### src/ums_pkg.sv
// Shared constants of the UART line and modem status block.
// Assumes a 32-bit classic Wishbone slave with byte addresses.
package ums_pkg;

	// Bus geometry
	localparam int unsigned UMS_ADR_W = 5;
	localparam int unsigned UMS_DAT_W = 32;
	localparam int unsigned UMS_SEL_W = 4;
	localparam int unsigned UMS_REG_W = 8;

	// Register byte offsets
	localparam logic [4:0] UMS_OFS_RX_DATA    = 5'h00;
	localparam logic [4:0] UMS_OFS_LINE_STAT  = 5'h04;
	localparam logic [4:0] UMS_OFS_MODEM_STAT = 5'h08;
	localparam logic [4:0] UMS_OFS_MODEM_CTRL = 5'h0C;
	localparam logic [4:0] UMS_OFS_FIFO_CTRL  = 5'h10;
	localparam logic [4:0] UMS_OFS_IRQ_STAT   = 5'h14;
	localparam logic [4:0] UMS_OFS_IRQ_CLEAR  = 5'h18;
	localparam logic [4:0] UMS_OFS_IRQ_ENABLE = 5'h1C;

	// Line status fields
	localparam int unsigned UMS_LS_DATA_READY = 0;
	localparam int unsigned UMS_LS_OVERRUN    = 1;
	localparam int unsigned UMS_LS_PARITY     = 2;
	localparam logic [7:0]  UMS_LS_TX_IDLE    = 8'h60;
	localparam logic [7:0]  UMS_LS_RESET      = 8'h60;

	// Modem signal index, shared by live and change fields
	localparam int unsigned UMS_MS_CTS   = 0;
	localparam int unsigned UMS_MS_DSR   = 1;
	localparam int unsigned UMS_MS_RI    = 2;
	localparam int unsigned UMS_MS_CD    = 3;
	localparam int unsigned UMS_MS_N     = 4;
	localparam int unsigned UMS_MS_LIVE0 = 4;

	// Modem control fields
	localparam int unsigned UMS_MC_DTR  = 0;
	localparam int unsigned UMS_MC_RTS  = 1;
	localparam int unsigned UMS_MC_OUT1 = 2;
	localparam int unsigned UMS_MC_OUT2 = 3;
	localparam int unsigned UMS_MC_LOOP = 4;
	localparam logic [7:0]  UMS_MC_RESET = 8'h00;

	// FIFO control and interrupt fields
	localparam int unsigned UMS_FC_ENABLE   = 0;
	localparam int unsigned UMS_IRQ_RX      = 0;
	localparam int unsigned UMS_IRQ_OVERRUN = 1;
	localparam int unsigned UMS_IRQ_PARITY  = 2;
	localparam int unsigned UMS_IRQ_MODEM   = 3;
	localparam int unsigned UMS_IRQ_N       = 4;

	// Character entry: parity flag above the data byte
	localparam int unsigned UMS_CHAR_W  = 9;
	localparam int unsigned UMS_CHAR_PE = 8;

	// Pin synchroniser depth
	localparam int unsigned UMS_SYNC_STAGES = 3;

endpackage : ums_pkg

### src/ums_sync.sv
// Three-stage pin synchroniser with agreement filter.
// Assumes asynchronous pins; the filtered level moves only when
// stages two and three agree, so a single metastable sample is ignored.
module ums_sync #(
	parameter int unsigned WIDTH = 4
) (
	input  wire logic             clock,
	input  wire logic             sys_rst,
	input  wire logic [WIDTH-1:0] async_in,
	output logic      [WIDTH-1:0] level_out
);
	import ums_pkg::*;

	typedef struct packed {
		logic [WIDTH-1:0] s1;
		logic [WIDTH-1:0] s2;
		logic [WIDTH-1:0] s3;
		logic [WIDTH-1:0] filt;
	} ums_sync_t;

	ums_sync_t sync_reg;
	ums_sync_t sync_next;

	// Shift chain; first stage feeds only the second
	always_comb begin
		sync_next    = sync_reg;
		sync_next.s1 = async_in;
		sync_next.s2 = sync_reg.s1;
		sync_next.s3 = sync_reg.s2;
		for (int i = 0; i < WIDTH; i++) begin
			if (sync_reg.s2[i] == sync_reg.s3[i]) begin
				sync_next.filt[i] = sync_reg.s3[i];
			end
		end
		// Pins are stable during reset: fill the whole chain at once so
		// a short reset leaves no unknown level and release sees no change
		if (sys_rst) begin
			sync_next.s2   = async_in;
			sync_next.s3   = async_in;
			sync_next.filt = async_in;
		end
	end

	always_ff @(posedge clock) begin
		sync_reg <= sync_next;
	end

	assign level_out = sync_reg.filt;

endmodule : ums_sync

### src/ums_rx_fifo.sv
// Receive character queue with run-time fill limit.
// Assumes one push and one pop port; a limit of one gives holding
// register behaviour when queueing is off.
module ums_rx_fifo #(
	parameter int unsigned WIDTH = 9,
	parameter int unsigned DEPTH = 16,
	localparam int unsigned AW   = $clog2(DEPTH),
	localparam int unsigned CW   = $clog2(DEPTH + 1)
) (
	input  wire logic             clock,
	input  wire logic             sys_rst,
	input  wire logic             flush,
	input  wire logic [CW-1:0]    limit,
	input  wire logic             push_valid,
	input  wire logic [WIDTH-1:0] push_data,
	output logic                  push_ready,
	input  wire logic             pop,
	output logic [WIDTH-1:0]      head_data,
	output logic                  head_valid,
	output logic [CW-1:0]         level
);
	import ums_pkg::*;

	localparam logic [AW-1:0] LAST = AW'(DEPTH - 1);

	typedef struct packed {
		logic [DEPTH-1:0][WIDTH-1:0] mem;
		logic [AW-1:0]               rd;
		logic [AW-1:0]               wr;
		logic [CW-1:0]               count;
	} ums_fifo_t;

	ums_fifo_t fifo_reg;
	ums_fifo_t fifo_next;
	logic      do_push;
	logic      do_pop;

	// Full is judged before a same-cycle pop, which keeps timing short
	assign push_ready = (fifo_reg.count < limit);
	assign head_valid = (fifo_reg.count != '0);
	assign head_data  = fifo_reg.mem[fifo_reg.rd];
	assign level      = fifo_reg.count;
	assign do_push    = push_valid & push_ready;
	assign do_pop     = pop & head_valid;

	// Pointer and count update
	always_comb begin
		fifo_next = fifo_reg;
		if (do_push) begin
			fifo_next.mem[fifo_reg.wr] = push_data;
			fifo_next.wr = (fifo_reg.wr == LAST) ? '0 : AW'(fifo_reg.wr + 1'b1);
		end
		if (do_pop) begin
			fifo_next.rd = (fifo_reg.rd == LAST) ? '0 : AW'(fifo_reg.rd + 1'b1);
		end
		if (do_push && !do_pop) begin
			fifo_next.count = CW'(fifo_reg.count + 1'b1);
		end else if (do_pop && !do_push) begin
			fifo_next.count = CW'(fifo_reg.count - 1'b1);
		end
		if (sys_rst || flush) begin
			fifo_next.rd    = '0;
			fifo_next.wr    = '0;
			fifo_next.count = '0;
		end
	end

	always_ff @(posedge clock) begin
		fifo_reg <= fifo_next;
	end

endmodule : ums_rx_fifo

### src/ums_status.sv
// Line and modem status logic of one UART channel, Wishbone slave.
// Assumes a receive shifter that pulses rx_char_valid per character
// and active-low modem pins that are asynchronous to clock.
//
// What this block does
// Line status bit 2 shows a parity error, zero when none present.
// In FIFO mode parity flag belongs to the character at FIFO head.
// Line status bit 1 sets when a character completes with FIFO full.
// On overrun the new character overwrites the receive shift register.
// On overrun the shift register character is not pushed into FIFO.
// Line status bit 0 is high while any received character is held.
// Modem status bits 3:0 are four change indicators of modem inputs.
// Any host read of modem status clears all four change bits; here a change in the cycle of the read stays set.
// Modem status bit 7 is inverted carrier detect, or control bit 3.
// Modem status bit 6 is inverted ring indicator, or control bit 2.
// Modem status bit 5 is inverted data set ready, or control bit 0.
// Modem status bit 4 is inverted clear to send, or control bit 1.
// Bits 3, 1, 0 set on any change of carrier, set ready, send.
// Bit 2 sets only when the ring pin rises from 0 to 1.
// Modem interrupt condition is raised while any change bit is one.
// Reset clears line status bit 7, sets bits 6:5, clears bits 4:0.
// Reset clears change bits; live bits keep following the inputs.
// Modem inputs are synchronised before change detection.
//
// Chosen here: the placing of the registers and the Wishbone register port.
module ums_status #(
	parameter int unsigned RX_DEPTH = 16,
	localparam int unsigned CW      = $clog2(RX_DEPTH + 1)
) (
	input  wire logic                     clock,
	input  wire logic                     sys_rst,
	input  wire logic                     wb_cyc_i,
	input  wire logic                     wb_stb_i,
	input  wire logic                     wb_we_i,
	input  wire logic [ums_pkg::UMS_ADR_W-1:0] wb_adr_i,
	input  wire logic [ums_pkg::UMS_SEL_W-1:0] wb_sel_i,
	input  wire logic [ums_pkg::UMS_DAT_W-1:0] wb_dat_i,
	output logic      [ums_pkg::UMS_DAT_W-1:0] wb_dat_o,
	output logic                          wb_ack_o,
	input  wire logic                     rx_char_valid,
	input  wire logic [7:0]               rx_char_data,
	input  wire logic                     rx_char_perr,
	output logic      [7:0]               rx_shift_q,
	input  wire logic                     cts_n,
	input  wire logic                     dsr_n,
	input  wire logic                     ri_n,
	input  wire logic                     cd_n,
	output logic      [7:0]               modem_ctrl_q,
	output logic                          modem_irq,
	output logic                          irq
);
	import ums_pkg::*;

	typedef struct packed {
		logic                 ack;
		logic [UMS_DAT_W-1:0] dat;
		logic [UMS_REG_W-1:0] mc;
		logic                 fifo_en;
		logic [UMS_IRQ_N-1:0] irq_stat;
		logic [UMS_IRQ_N-1:0] irq_en;
		logic                 irq;
		logic                 overrun;
		logic [7:0]           shift;
		logic [UMS_MS_N-1:0]  delta;
		logic [UMS_MS_N-1:0]  prev;
	} ums_state_t;

	ums_state_t st_reg;
	ums_state_t st_next;

	logic [UMS_MS_N-1:0]   pin_level;
	logic [UMS_MS_N-1:0]   live;
	logic [UMS_MS_N-1:0]   loop_src;
	logic [UMS_MS_N-1:0]   delta_set;
	logic [7:0]            ls_val;
	logic [7:0]            ms_val;
	logic [UMS_CHAR_W-1:0] head;
	logic                  head_valid;
	logic                  push_ready;
	logic [CW-1:0]         level;
	logic [CW-1:0]         limit;
	logic                  req;
	logic                  rd_req;
	logic                  wr_req;
	logic                  rd_rx;
	logic                  rd_ms;
	logic                  rd_ls;
	logic                  flush;
	logic                  ovr_ev;
	logic [UMS_IRQ_N-1:0]  irq_ev;

	// Modem pins cross into the clock domain
	ums_sync #(
		.WIDTH (UMS_MS_N)
	) u_sync (
		.clock     (clock),
		.sys_rst   (sys_rst),
		.async_in  ({cd_n, ri_n, dsr_n, cts_n}),
		.level_out (pin_level)
	);

	// Queueing off means a single holding register
	assign limit = st_reg.fifo_en ? CW'(RX_DEPTH) : CW'(1);

	ums_rx_fifo #(
		.WIDTH (UMS_CHAR_W),
		.DEPTH (RX_DEPTH)
	) u_fifo (
		.clock      (clock),
		.sys_rst    (sys_rst),
		.flush      (flush),
		.limit      (limit),
		.push_valid (rx_char_valid),
		.push_data  ({rx_char_perr, rx_char_data}),
		.push_ready (push_ready),
		.pop        (rd_rx),
		.head_data  (head),
		.head_valid (head_valid),
		.level      (level)
	);

	// Bus decode; one access per ack, effects at the taking edge
	assign req    = wb_cyc_i & wb_stb_i & ~st_reg.ack;
	assign rd_req = req & ~wb_we_i;
	assign wr_req = req & wb_we_i & wb_sel_i[0];
	assign rd_rx  = rd_req & (wb_adr_i == UMS_OFS_RX_DATA);
	assign rd_ls  = rd_req & (wb_adr_i == UMS_OFS_LINE_STAT);
	assign rd_ms  = rd_req & (wb_adr_i == UMS_OFS_MODEM_STAT);
	assign flush  = wr_req & (wb_adr_i == UMS_OFS_FIFO_CTRL) &
		(wb_dat_i[UMS_FC_ENABLE] != st_reg.fifo_en);
	assign ovr_ev = rx_char_valid & ~push_ready;

	// Loopback replaces pins with control outputs
	assign loop_src = {st_reg.mc[UMS_MC_OUT2], st_reg.mc[UMS_MC_OUT1],
		st_reg.mc[UMS_MC_DTR], st_reg.mc[UMS_MC_RTS]};
	assign live = st_reg.mc[UMS_MC_LOOP] ? loop_src : ~pin_level;

	// Change detection on the synchronised, substituted levels
	always_comb begin
		delta_set             = live ^ st_reg.prev;
		delta_set[UMS_MS_RI]  = st_reg.prev[UMS_MS_RI] & ~live[UMS_MS_RI];
	end

	// Status words as read by software
	always_comb begin
		ls_val                    = UMS_LS_TX_IDLE;
		ls_val[UMS_LS_DATA_READY] = head_valid;
		ls_val[UMS_LS_OVERRUN]    = st_reg.overrun;
		ls_val[UMS_LS_PARITY]     = head_valid & head[UMS_CHAR_PE];
		ms_val = {live, st_reg.delta};
	end

	assign irq_ev = {|delta_set, rx_char_valid & push_ready & rx_char_perr,
		ovr_ev, rx_char_valid & push_ready};

	// Next state of every register
	always_comb begin
		st_next     = st_reg;
		st_next.ack = req;
		st_next.dat = '0;
		if (rd_req) begin
			case (wb_adr_i)
				UMS_OFS_RX_DATA: begin
					st_next.dat[7:0] = head_valid ? head[7:0] : 8'h00;
				end
				UMS_OFS_LINE_STAT: begin
					st_next.dat[7:0] = ls_val;
				end
				UMS_OFS_MODEM_STAT: begin
					st_next.dat[7:0] = ms_val;
				end
				UMS_OFS_MODEM_CTRL: begin
					st_next.dat[7:0] = st_reg.mc;
				end
				UMS_OFS_FIFO_CTRL: begin
					st_next.dat[UMS_FC_ENABLE] = st_reg.fifo_en;
				end
				UMS_OFS_IRQ_STAT: begin
					st_next.dat[UMS_IRQ_N-1:0] = st_reg.irq_stat;
				end
				UMS_OFS_IRQ_ENABLE: begin
					st_next.dat[UMS_IRQ_N-1:0] = st_reg.irq_en;
				end
				default: begin
					st_next.dat = '0; // Unmapped and clear register read zero
				end
			endcase
		end
		// Register writes
		if (wr_req) begin
			case (wb_adr_i)
				UMS_OFS_MODEM_CTRL: begin
					st_next.mc = wb_dat_i[UMS_REG_W-1:0];
				end
				UMS_OFS_FIFO_CTRL: begin
					st_next.fifo_en = wb_dat_i[UMS_FC_ENABLE];
				end
				UMS_OFS_IRQ_ENABLE: begin
					st_next.irq_en = wb_dat_i[UMS_IRQ_N-1:0];
				end
				default: begin
					st_next.mc = st_reg.mc;
				end
			endcase
		end
		// Sticky interrupt bits; an event beats a same-cycle clear
		st_next.irq_stat = st_reg.irq_stat;
		if (wr_req && (wb_adr_i == UMS_OFS_IRQ_CLEAR)) begin
			st_next.irq_stat = st_reg.irq_stat & ~wb_dat_i[UMS_IRQ_N-1:0];
		end
		st_next.irq_stat = st_next.irq_stat | irq_ev;
		st_next.irq      = |(st_next.irq_stat & st_next.irq_en);
		// Overrun holds until line status is read; new overrun wins
		if (rd_ls) begin
			st_next.overrun = 1'b0;
		end
		if (ovr_ev) begin
			st_next.overrun = 1'b1;
		end
		// Shift register always takes the newest character
		if (rx_char_valid) begin
			st_next.shift = rx_char_data;
		end
		// Change bits: a read clears, a change in the same cycle stays
		st_next.delta = (rd_ms ? '0 : st_reg.delta) | delta_set;
		st_next.prev  = live;
		// Reset values; prev keeps tracking the live levels
		if (sys_rst) begin
			st_next.ack      = 1'b0;
			st_next.dat      = '0;
			st_next.mc       = UMS_MC_RESET;
			st_next.fifo_en  = 1'b0;
			st_next.irq_stat = '0;
			st_next.irq_en   = '0;
			st_next.irq      = 1'b0;
			st_next.overrun  = 1'b0;
			st_next.shift    = 8'h00;
			st_next.delta    = '0;
		end
	end

	always_ff @(posedge clock) begin
		st_reg <= st_next;
	end

	assign wb_ack_o     = st_reg.ack;
	assign wb_dat_o     = st_reg.dat;
	assign rx_shift_q   = st_reg.shift;
	assign modem_ctrl_q = st_reg.mc;
	assign modem_irq    = |st_reg.delta;
	assign irq          = st_reg.irq;

	// Checks beside the logic they guard
	a_parity_head: assert property (
		@(posedge clock) disable iff (sys_rst)
		rx_char_valid && rx_char_perr && level == '0 && !rd_rx
		|=> ls_val[UMS_LS_PARITY] && ls_val[UMS_LS_DATA_READY])
		else $error("parity flag missing for head character");
	a_parity_clean: assert property (
		@(posedge clock) disable iff (sys_rst)
		!head_valid |-> !ls_val[UMS_LS_PARITY])
		else $error("parity flag with empty queue");
	a_overrun_set: assert property (
		@(posedge clock) disable iff (sys_rst)
		rx_char_valid && !push_ready |=> ls_val[UMS_LS_OVERRUN])
		else $error("overrun not flagged");
	a_shift_over: assert property (
		@(posedge clock) disable iff (sys_rst)
		rx_char_valid |=> rx_shift_q == $past(rx_char_data))
		else $error("shift register not overwritten");
	a_overrun_keep: assert property (
		@(posedge clock) disable iff (sys_rst)
		rx_char_valid && !push_ready && !rd_rx && !flush
		|=> level == $past(level))
		else $error("queue changed on overrun");
	a_ready_level: assert property (
		@(posedge clock) disable iff (sys_rst)
		ls_val[UMS_LS_DATA_READY] == (level != '0))
		else $error("data ready disagrees with queue level");
	a_ms_clear: assert property (
		@(posedge clock) disable iff (sys_rst)
		rd_ms && delta_set == '0 |=> ms_val[3:0] == 4'h0)
		else $error("change bits survive status read");
	a_cts_change: assert property (
		@(posedge clock) disable iff (sys_rst)
		live[UMS_MS_CTS] != st_reg.prev[UMS_MS_CTS]
		|=> st_reg.delta[UMS_MS_CTS])
		else $error("clear to send change missed");
	a_ri_fall_only: assert property (
		@(posedge clock) disable iff (sys_rst)
		live[UMS_MS_RI] && !st_reg.prev[UMS_MS_RI] &&
		!st_reg.delta[UMS_MS_RI]
		|=> !st_reg.delta[UMS_MS_RI])
		else $error("ring change set on wrong edge");
	a_loop_cd: assert property (
		@(posedge clock) disable iff (sys_rst)
		st_reg.mc[UMS_MC_LOOP] |-> ms_val[7] == st_reg.mc[UMS_MC_OUT2])
		else $error("loopback carrier bit wrong");
	a_modem_irq: assert property (
		@(posedge clock) disable iff (sys_rst)
		|delta_set |=> modem_irq)
		else $error("modem interrupt not raised");
	a_reset_status: assert property (
		@(posedge clock)
		sys_rst |=> ls_val == UMS_LS_RESET && ms_val[3:0] == 4'h0)
		else $error("status not at reset value");

	c_overrun: cover property (@(posedge clock) disable iff (sys_rst)
		ovr_ev);
	c_ms_read: cover property (@(posedge clock) disable iff (sys_rst)
		rd_ms && st_reg.delta != '0);
	c_loopback: cover property (@(posedge clock) disable iff (sys_rst)
		st_reg.mc[UMS_MC_LOOP] && |delta_set);
	c_irq: cover property (@(posedge clock) disable iff (sys_rst)
		irq ##1 !irq);

endmodule : ums_status

### config.mk
export PLATFORM = sky130hd
export DESIGN_NAME = ums_status
export DESIGN_NICKNAME = d
export VERILOG_FILES = /design/src/ums_pkg.sv /design/src/ums_sync.sv /design/src/ums_rx_fifo.sv /design/src/ums_status.sv
export SDC_FILE = /design/constraint.sdc
export NUM_CORES = 1
export LEC_CHECK = 0
export ABC_AREA = 1
export BUFFER_PORTS_ARGS = -buffer_cell sky130_fd_sc_hd__buf_2
export CAP_MARGIN = 40
export CELL_PAD_IN_SITES_DETAIL_PLACEMENT = 1
export CELL_PAD_IN_SITES_GLOBAL_PLACEMENT = 1
export CORE_MARGIN = 3
export CORE_UTILIZATION = 34
export CTS_BUF_LIST = sky130_fd_sc_hd__clkbuf_4 sky130_fd_sc_hd__clkbuf_8
export CTS_CLUSTER_DIAMETER = 30
export DETAILED_ROUTE_END_ITERATION = 12
export PLACE_DENSITY_LB_ADDON = 0.2
export SYNTH_ARGS = -nofsm -noshare
export SYNTH_HDL_FRONTEND = slang
export SYNTH_SLANG_ARGS = --single-unit
export TNS_END_PERCENT = 1
### constraint.sdc
create_clock -name clock -period 2.82 [get_ports clock]
set_clock_uncertainty 0.15 [all_clocks]
set_input_delay 0.564 -clock clock [delete_from_list [all_inputs] [get_ports clock]]
set_output_delay 0.564 -clock clock [all_outputs]
set_load 0.1 [all_outputs]
# == After elaboration in Yosys (flattened, before gate mapping) ==
# Index checks and enable logic that the tools add are counted.
# word_totals
output_inout_bits,51
input_bits,60
mem_bits_rw,0
register_bits,241
latch_bits,0
mem_bits_ro,0
word_cells,135
mem_count,0
# op_classes
n_shift,0
mux,26
bitwise_logic,28
add_sub_neg,4
n_eq_ne,14
n_reduce_logical,21
n_div,0
multipliers,0
n_lt_le_gt_ge,4
# op_table
cell,n
$bwmux W144,1
$bmux W9 S4,1
$demux W9 S4,1
$mux W4,7
$eq A5 B5 Y1 const B,4
$mux W9,2
$pmux W3 S6,1
$and A1 B1 Y1,16
$pmux W4 S4,1
$mux W5,3
$mux W12,1
$reduce_bool A2 Y1,6
$reduce_or A4 Y1,3
$eq A5 B4 Y1 const B,2
$lt A4 B5 Y1 const B,2
$add A4 B1 Y4 const B,2
$and A4 B4 Y4,2
$eq A4 B4 Y1 const B,2
$mux W8,1
$not A4 Y4,2
$or A4 B4 Y4,2
$pmux W1 S7,1
$mux W1,6
$add A5 B1 Y5 const B,1
other kinds (15),27

# == Longest topological paths before layout ==
# Gate-level depths: netlist of run 1.
# logic_depth
word_depth,9
mapped_depth,18
ltp_nobuf,18

# == Hierarchy ==
# Synthesis of run 1 repeated with hierarchy kept, for this count alone.
# unflattened
cells_unflattened,1067
area_unflattened_um2,9904.5
# by_module_without_submodules
module,instances,area_each_um2,cells_per_inst,seq_area_each_um2
ums_rx_fifo,1,6914.1,657,4584.4
ums_status,1,2414.8,348,880.8
ums_sync,1,575.6,62,360.3

# == Worst setup path before layout of run 1 ==
# OpenSTA, ideal clock, no wires.
# synth_timing
path_kind,register -> register
startpoint,reg st_reg (netlist bit wb_ack_o)
endpoint,reg u_fifo.fifo_reg (netlist bit u_fifo.level[4])
period_less_slack_ps,2967
path_stages_with_launch,14
setup_ps,113
t_arrival_ps,2704
required_ps,2557
path_slack_ps,-147
n_path_buf,0
cell_sequence,dfxtp_1 -> nand3b_4 -> nor2_1 -> nand2_1 -> ha_1 -> inv_1 -> fa_1 -> a21o_1 -> a21oi_1 -> nor2_1 -> nor2_1 -> nand2_1 -> nor2_1 -> nor2_1
# synth_via
elab_chain_len,8
elab_cells_between_ends,15
classes_between,1 x mux; 9 x bitwise; 5 x reduce/logical
# synth_rtl
element,line,rtl
from (decl),ums_status.sv:68,ums_state_t st_reg;
from (signal assigned),ums_status.sv:243,st_reg <= st_next;
$not A1 Y1 *,ums_status.sv:123,assign req = wb_cyc_i & wb_stb_i & ~st_reg.ack;
$and A1 B1 Y1 *,ums_status.sv:123,
$and A1 B1 Y1,ums_status.sv:124,assign rd_req = req & ~wb_we_i;
$and A1 B1 Y1,ums_status.sv:126,assign rd_rx = rd_req & (wb_adr_i == UMS_OFS_RX_DATA);
$and A1 B1 Y1,ums_rx_fifo.sv:44,assign do_pop = pop & head_valid;
$logic_not A1 Y1,ums_rx_fifo.sv:56,if (do_push && !do_pop) begin
$logic_and A1 B1 Y1,ums_rx_fifo.sv:56,
$mux W5 / $reduce_bool A2 Y1 (equally long branches),-,
to (signal assigned),ums_rx_fifo.sv:69,fifo_reg <= fifo_next;
to (decl),ums_rx_fifo.sv:33,ums_fifo_t fifo_reg;
# Every way passes the cells marked *; elsewhere a longest branch is shown, timed or not.
# A chain may end at the register's enable or synchronous reset.

# == Final worst setup path of run 1 ==
# layout_timing
startpoint,reg st_reg[26] in the netlist's numbering
endpoint,reg u_fifo.fifo_reg (netlist bit u_fifo.level[4])
# layout_via
elab_chain_len,6
elab_cells_between_ends,11
classes_between,1 x order compare; 1 x eq/ne; 2 x mux; 2 x bitwise; 5 x reduce/logical
# layout_rtl
element,line,rtl
$mux W5 *,ums_status.sv:103,assign limit = st_reg.fifo_en ? CW'(RX_DEPTH) : CW'(1);
$lt A5 B5 Y1 *,ums_rx_fifo.sv:39,assign push_ready = (fifo_reg.count < limit);
$and A1 B1 Y1 *,ums_rx_fifo.sv:43,assign do_push = push_valid & push_ready;
net u_fifo.do_push,ums_rx_fifo.sv:35,logic do_push;
$logic_not A1 Y1,ums_rx_fifo.sv:58,end else if (do_pop && !do_push) begin
$logic_and A1 B1 Y1,ums_rx_fifo.sv:58,
$reduce_bool A2 Y1 (no line),-,
# Mark *: on every way through the listed nets, which the timed path passes. The rest lies on a longest branch.

==> reports/qor.yml, run 1 <==
grt_antenna_before_repair: 0
start_util: 0.346
die_y_um: 175
max_freq_mhz: 384
startpoint_type: "flop"
p_total_uw: 9890
drt_iter0_drc: 391
fillers: 3271
setup_viol: 0
slew_headroom: 0.557
synthFlopType: "edfxtp_1"
cts_root_buf: "clkbuf_8"
cap_violations: 0
pin_count: 111
ys_async_sr_fraction: 0
cts.path.max_buffers: 3
die-area_mm2: 0.0305
nets: 1205
ir_drop_uv: 538
crit_family: "adder cells"
final_common_cell: "nand2_1"
grt_overflow: 0
drc: 0
grt_start_max_net_pins: 74
grt_usage: 0.173
crit_path_top_delay_cell: "dfxtp_2"
synth_cell_types: 37
first_global_vias: 7355
crit_chain: "inv_2 > ha_4 > inv_2 > nor2_4 > a21oi_2 > nand3_2 > inv_2 > ha_4 > inv_2 > fa_2 > a21o_1 > a21oi_2 > nor2_1 > nor2_1 > nand2_1 > nand2_1 > nand2_1 > nor2_1"
hold_violations: 0
rsz0062_at_grt: "true"
core_area_mm2: 0.0279
clk_pin_slew_ns: 0.05
yosysWarningCount: 0
ys_ff_latch: 217
ys_seq_area_frac: 0.602
antenna_cells: 0
p_leak_uw: 0.00485
multi_input_comb_area_mm2: 0.00306
seqCellArea_mm2: 0.00583
io_buffers: 59
insertion_delay_ns: 0.57
cts_buffers: 54
grt_pass1_wl_um: 41200
synth-edff-count: 148
crit_required_ns: 3.16
min_path_type: "input pin to flop"
slew_violations: 0
path_class: "flop to flop"
netlist_area_mm2: 0.00967
synthCells: 1026
drive_gt1_frac: 0.207
crit_top_cell: "inv_2"
preCtsSetupSlack_ns: -0.126
hpwl_um: 17300
gp_congestion: 0.778
period_share: 0.925
period_minus_slack_ns: 2.61
avgViaCountPerCell: 4.59
finalWorstSetupSlack_ns: 0.213
cpPeakStageDelay_ns: 0.35
worstMarginPinSlew_ns: 0.663
vias: 7148
area_delta_synth_final_pct: 21.2
routed_wl_um: 26300
p_per_area_mw_per_mm2: 844
cts_tree: "built"
post_drt_wl_per_cell_um: 16.9
cts_sinks: 217
final_cell_area_mm2: 0.0117
place_area_mm2: 0.0103
critPathMaxFanout: 3
cp_data_arrival_time_ns: 2.95
cp-end-kind: "flop"
cts_max_level: 2
layout_common_cells: "nand2_1, nor2_1, edfxtp_1"
fin_util: 0.420
dieWidth_um: 175
antenna_left: 0
drtPass1Iterations: 4
rows: 61
outcome: "complete, no violations"
largest_register_ffs: 152
postSynthAreaPerCell_um2: 9.43
cp_num_buf_inv: 4
logic make-up after synthesis:
group,after synthesis,share of synthesized area
AOI/OAI and AO/OA,152,0.0830
xor gates and xnor gates,5,0.00453
adders and majority gates,11,0.0150
buffers and inverters,176,0.0956
DFF,217,0.602
other,1,0.000388
and+or+nand+nor,464,0.199
tightest hold or removal path, cell delays in order:
cell and delay, ns:
buf_2 0.08, nor2_1 0.03, nor2_1 0.08
cell usage after synthesis (2+ instances only):
library cell	number	area, um^2
nand2_1	206	773
nor2_1	184	691
edfxtp_1	148	4440
inv_1	83	312
dfxtp_1	69	1380
o21ai_0	58	290
buf_4	51	383
nand3_1	51	255
o21ai_1	43	215
a21oi_1	34	170
clkbuf_1	13	48.8
buf_2	10	50.1
ha_1	10	125
inv_2	9	33.8
buf_6	8	90.1
o211ai_1	8	60.1
nor2_4	5	56.3
xor2_1	5	43.8
a211oi_1	3	22.5
nor2_2	3	18.8
nor3_1	3	15.0
a22oi_1	2	15.0
clkinv_1	2	7.51
nand2_2	2	12.5
nand2_4	2	22.5
nand3b_1	2	15.0
nand4_1	2	12.5
final cells by class:
type / instances / share of cell area
clock inverter: 32 / 0.0342
tap: 378 / 0.0404
sequential: 217 / 0.497
timing repair buffer: 111 / 0.0604
inverter: 94 / 0.0301
clock buffer: 68 / 0.0761
multi-input combinational: 656 / 0.261
report_power, final:
part / total, uW / switching, uW / internal, uW
clock: 4440 / 1600 / 2840
combinational: 1720 / 1110 / 607
sequential: 3720 / 97.5 / 3630
total: 9890 / 2810 / 7080
repair_timing:
action                     4_1_cts  5_1_grt
setup buffers                    0        1
hold endpoints to repair         4        0
hold buffers                     4        0
setup endpoints to repair        2        3
gates resized for setup          3       12
pin swaps                        0        6
through the flow:
| step | setup TNS (ns) | cells | hold WS (ns) |
|---|---|---|---|
| after floorplan | 0 | 1049 | 0.246 |
| after global placement | -0.0628 | 1451 | 0.248 |
| after detailed placement | -0.263 | 1451 | 0.258 |
| after CTS | 0 | 1555 | 0.0336 |
| after global routing | -0.0261 | 1556 | 0.0462 |
| final | 0 | 1556 | 0.0656 |
path summary, 6_finish.rpt:
| kind | startpoint | to | slack (ns) | depth (start not counted) |
|---|---|---|---|---|
| worst min-delay path | wb_dat_i[6] | modem_ctrl_q[6] | 0.07 | 3 |
| worst min register to register | u_sync.sync_reg[13] | u_sync.sync_reg[9] | 0.27 | 2 |
| worst max-delay path | st_reg[26] | u_fifo.level[4] | 0.21 | 18 |
| worst max register to register | st_reg[26] | u_fifo.level[4] | 0.21 | 18 |
metal layers:
layer,global-route usage,share of wire,vias to the layer above,routed length (um)
met3,0.0339,0.049,30,1290
met4,0.0452,0.015,0,385
met1,0.234,0.46,3440,12100
met5,0,0,-,0
li1,-,-,3536,-
met2,0.285,0.48,142,12500
Power figures use the tool's default switching activity.
==> run 2, diff against run 1 <==
HOLD_SLACK_MARGIN = 0.15   (was unset)
==> reports/qor.yml, run 2 (synthesized netlist as in run 1, its figures left out) <==
outcome: "complete, no violations"
fin_cells: 1565  # +0.58%
slew_headroom: 0.557  # -0.000800
largest_register_ffs: 152  # unchanged
gp_congestion: 0.778  # unchanged
io_buffers: 59  # unchanged
grt_antenna_before_repair: 0  # unchanged
cts.path.max_buffers: 3  # unchanged
avgViaCountPerCell: 4.59  # about the same
tns_ns: 0  # unchanged
core_area_mm2: 0.0279  # unchanged
preCtsSetupSlack_ns: -0.126  # unchanged
first_global_vias: 7404  # +0.67%
critPathMaxFanout: 3  # unchanged
area_delta_synth_final_pct: 22.2
hold_violations: 0  # unchanged
final_cell_area_mm2: 0.0118  # +0.82%
cts_max_level: 2  # unchanged
switching_power_uw: 2810  # about the same
cp_data_arrival_time_ns: 2.94  # about the same
die_y_um: 175  # unchanged
clk_pin_slew_ns: 0.05  # about the same
post_drt_wl_per_cell_um: 16.9  # -0.22%
max_freq_mhz: 384  # +0.11%
min_path_type: "input pin to flop"
slew_violations: 0  # unchanged
antenna_left: 0  # unchanged
period_share: 0.924  # -0.000974
p_per_area_mw_per_mm2: 837  # -0.76%
cp_num_buf_inv: 4  # unchanged
die-area_mm2: 0.0305  # unchanged
netSwitchingFraction: 0.284  # -0.000303
path_class: "flop to flop"
grt_usage: 0.174  # +0.000734
p_leak_uw: 0.00488  # +0.74%
crit_required_ns: 3.16  # about the same
period_minus_slack_ns: 2.60  # -0.00275 ns
drc: 0  # unchanged
hpwl_um: 17300  # unchanged
clockPowerShare: 0.448  # about the same
worstMarginPinSlew_ns: 0.664  # +0.00120 ns
p_int_uw: 7090  # about the same
grt_pass1_wl_um: 41300  # +0.44%
grt_start_max_net_pins: 74  # unchanged
fillers: 3260  # -0.34%
grt_overflow: 0  # unchanged
place_area_mm2: 0.0103  # unchanged
p_seq_frac: 0.376  # about the same
drive_gt1_frac: 0.206  # -0.00157
dieWidth_um: 175  # unchanged
cpPeakStageDelay_ns: 0.35  # about the same
startpoint_type: "flop"
cp-end-kind: "flop"
setup_viol: 0  # unchanged
final_common_cell: "nand2_1"
finalWorstSetupSlack_ns: 0.215  # +0.00275 ns
rsz0062_at_grt: "true"
cts_buffers: 54  # unchanged
crit_path_top_delay_cell: "dfxtp_2"
rows: 61  # unchanged
cts_sinks: 217  # unchanged
antenna_cells: 0  # unchanged
dp_cells: 1451  # unchanged
crit_chain: "inv_2 > ha_4 > inv_2 > nor2_4 > a21oi_2 > nand3_2 > inv_2 > ha_4 > inv_2 > fa_2 > a21o_1 > a21oi_2 > nor2_1 > nor2_1 > nand2_1 > nand2_1 > nand2_1 > nor2_1"
nets: 1214  # +0.75%
cap_violations: 0  # unchanged
comb_power_share: 0.175  # about the same
routed_wl_um: 26400  # +0.36%
layout_common_cells: "nand2_1, nor2_1, edfxtp_1"
ir_drop_uv: 538  # about the same
insertion_delay_ns: 0.56  # about the same
cts_root_buf: "clkbuf_8"
vias: 7188  # +0.56%
crit_family: "adder cells"
pin_count: 111  # unchanged
start_util: 0.346  # unchanged
crit_top_cell: "inv_2"
drtPass1Iterations: 6  # +2
cts_tree: "built"
drt_iter0_drc: 375  # -4.1%
-- run 2: cell types whose count changed in the layout (fill, tap and decap cells not counted), sizes merged --
| cell | delta |
|---|---|
| dlygate4sd3 | +9 |
-- run 2: through the flow --
step	total power (uW)	util	hold WS [ns]
after floorplan	4810	-	0.246
after global placement	5350	0.370	0.248
after global routing	10400	0.423	0.164
final	9890	0.423	0.206
after detailed placement	5400	0.370	0.258
after CTS	9930	0.421	0.154
-- run 2: worst paths after layout --
kind	start	end	slack [ns]	cells after the start
max	st_reg[26]	u_fifo.level[4]	0.22	18
min	wb_dat_i[0]	modem_ctrl_q[0]	0.21	3
max reg2reg	st_reg[26]	u_fifo.level[4]	0.22	18
min reg2reg	u_sync.sync_reg[13]	u_sync.sync_reg[9]	0.27	2
-- run 2: power by group through the flow --
stage | registers [uW] | clock network, uW | logic, uW
2_1_floorplan | 3770 | 0 | 1040
5_1_grt | 3750 | 4710 | 1950
3_3_place_gp | 3780 | 0 | 1570
4_1_cts | 3720 | 4540 | 1660
6_report | 3720 | 4430 | 1740
3_5_place_dp | 3780 | 0 | 1610
-- run 2: worst register-to-register path, delay by kind of cell, from the launching register on --
kind | cells | cell delay, ns
buffers and inverters | 4 | 0.26
DFF | 1 | 0.35
AOI/OAI and AO/OA | 3 | 0.53
and+or+nand+nor | 8 | 0.56
adders and majority gates | 3 | 0.69
-- run 2: per-layer routing --
layer	wire length [um]	global-route usage	part of all wire	vias up
met3	1130	0.0335	0.043	30
met1	12200	0.234	0.46	3468
met4	367	0.0452	0.014	0
met2	12700	0.289	0.48	136
li1	-	-	-	3554
met5	0	0	0	-
-- run 2: cell type report --
cell class	count	area, um^2	area share
Sequential cell	217	5830	0.493
Multi-Input combinational cell	656	3070	0.260
Clock buffer	68	892	0.0755
Timing Repair Buffer	120	798	0.0676
Tap cell	378	473	0.0400
Clock inverter	32	400	0.0339
Inverter	94	353	0.0299
-- run 2: repair_timing --
item,CTS,global route
setup endpoints to repair,2,3
resized for setup,3,13
pin swaps,0,6
hold endpoints to repair,22,0
hold buffers,13,0
buffers inserted,0,1
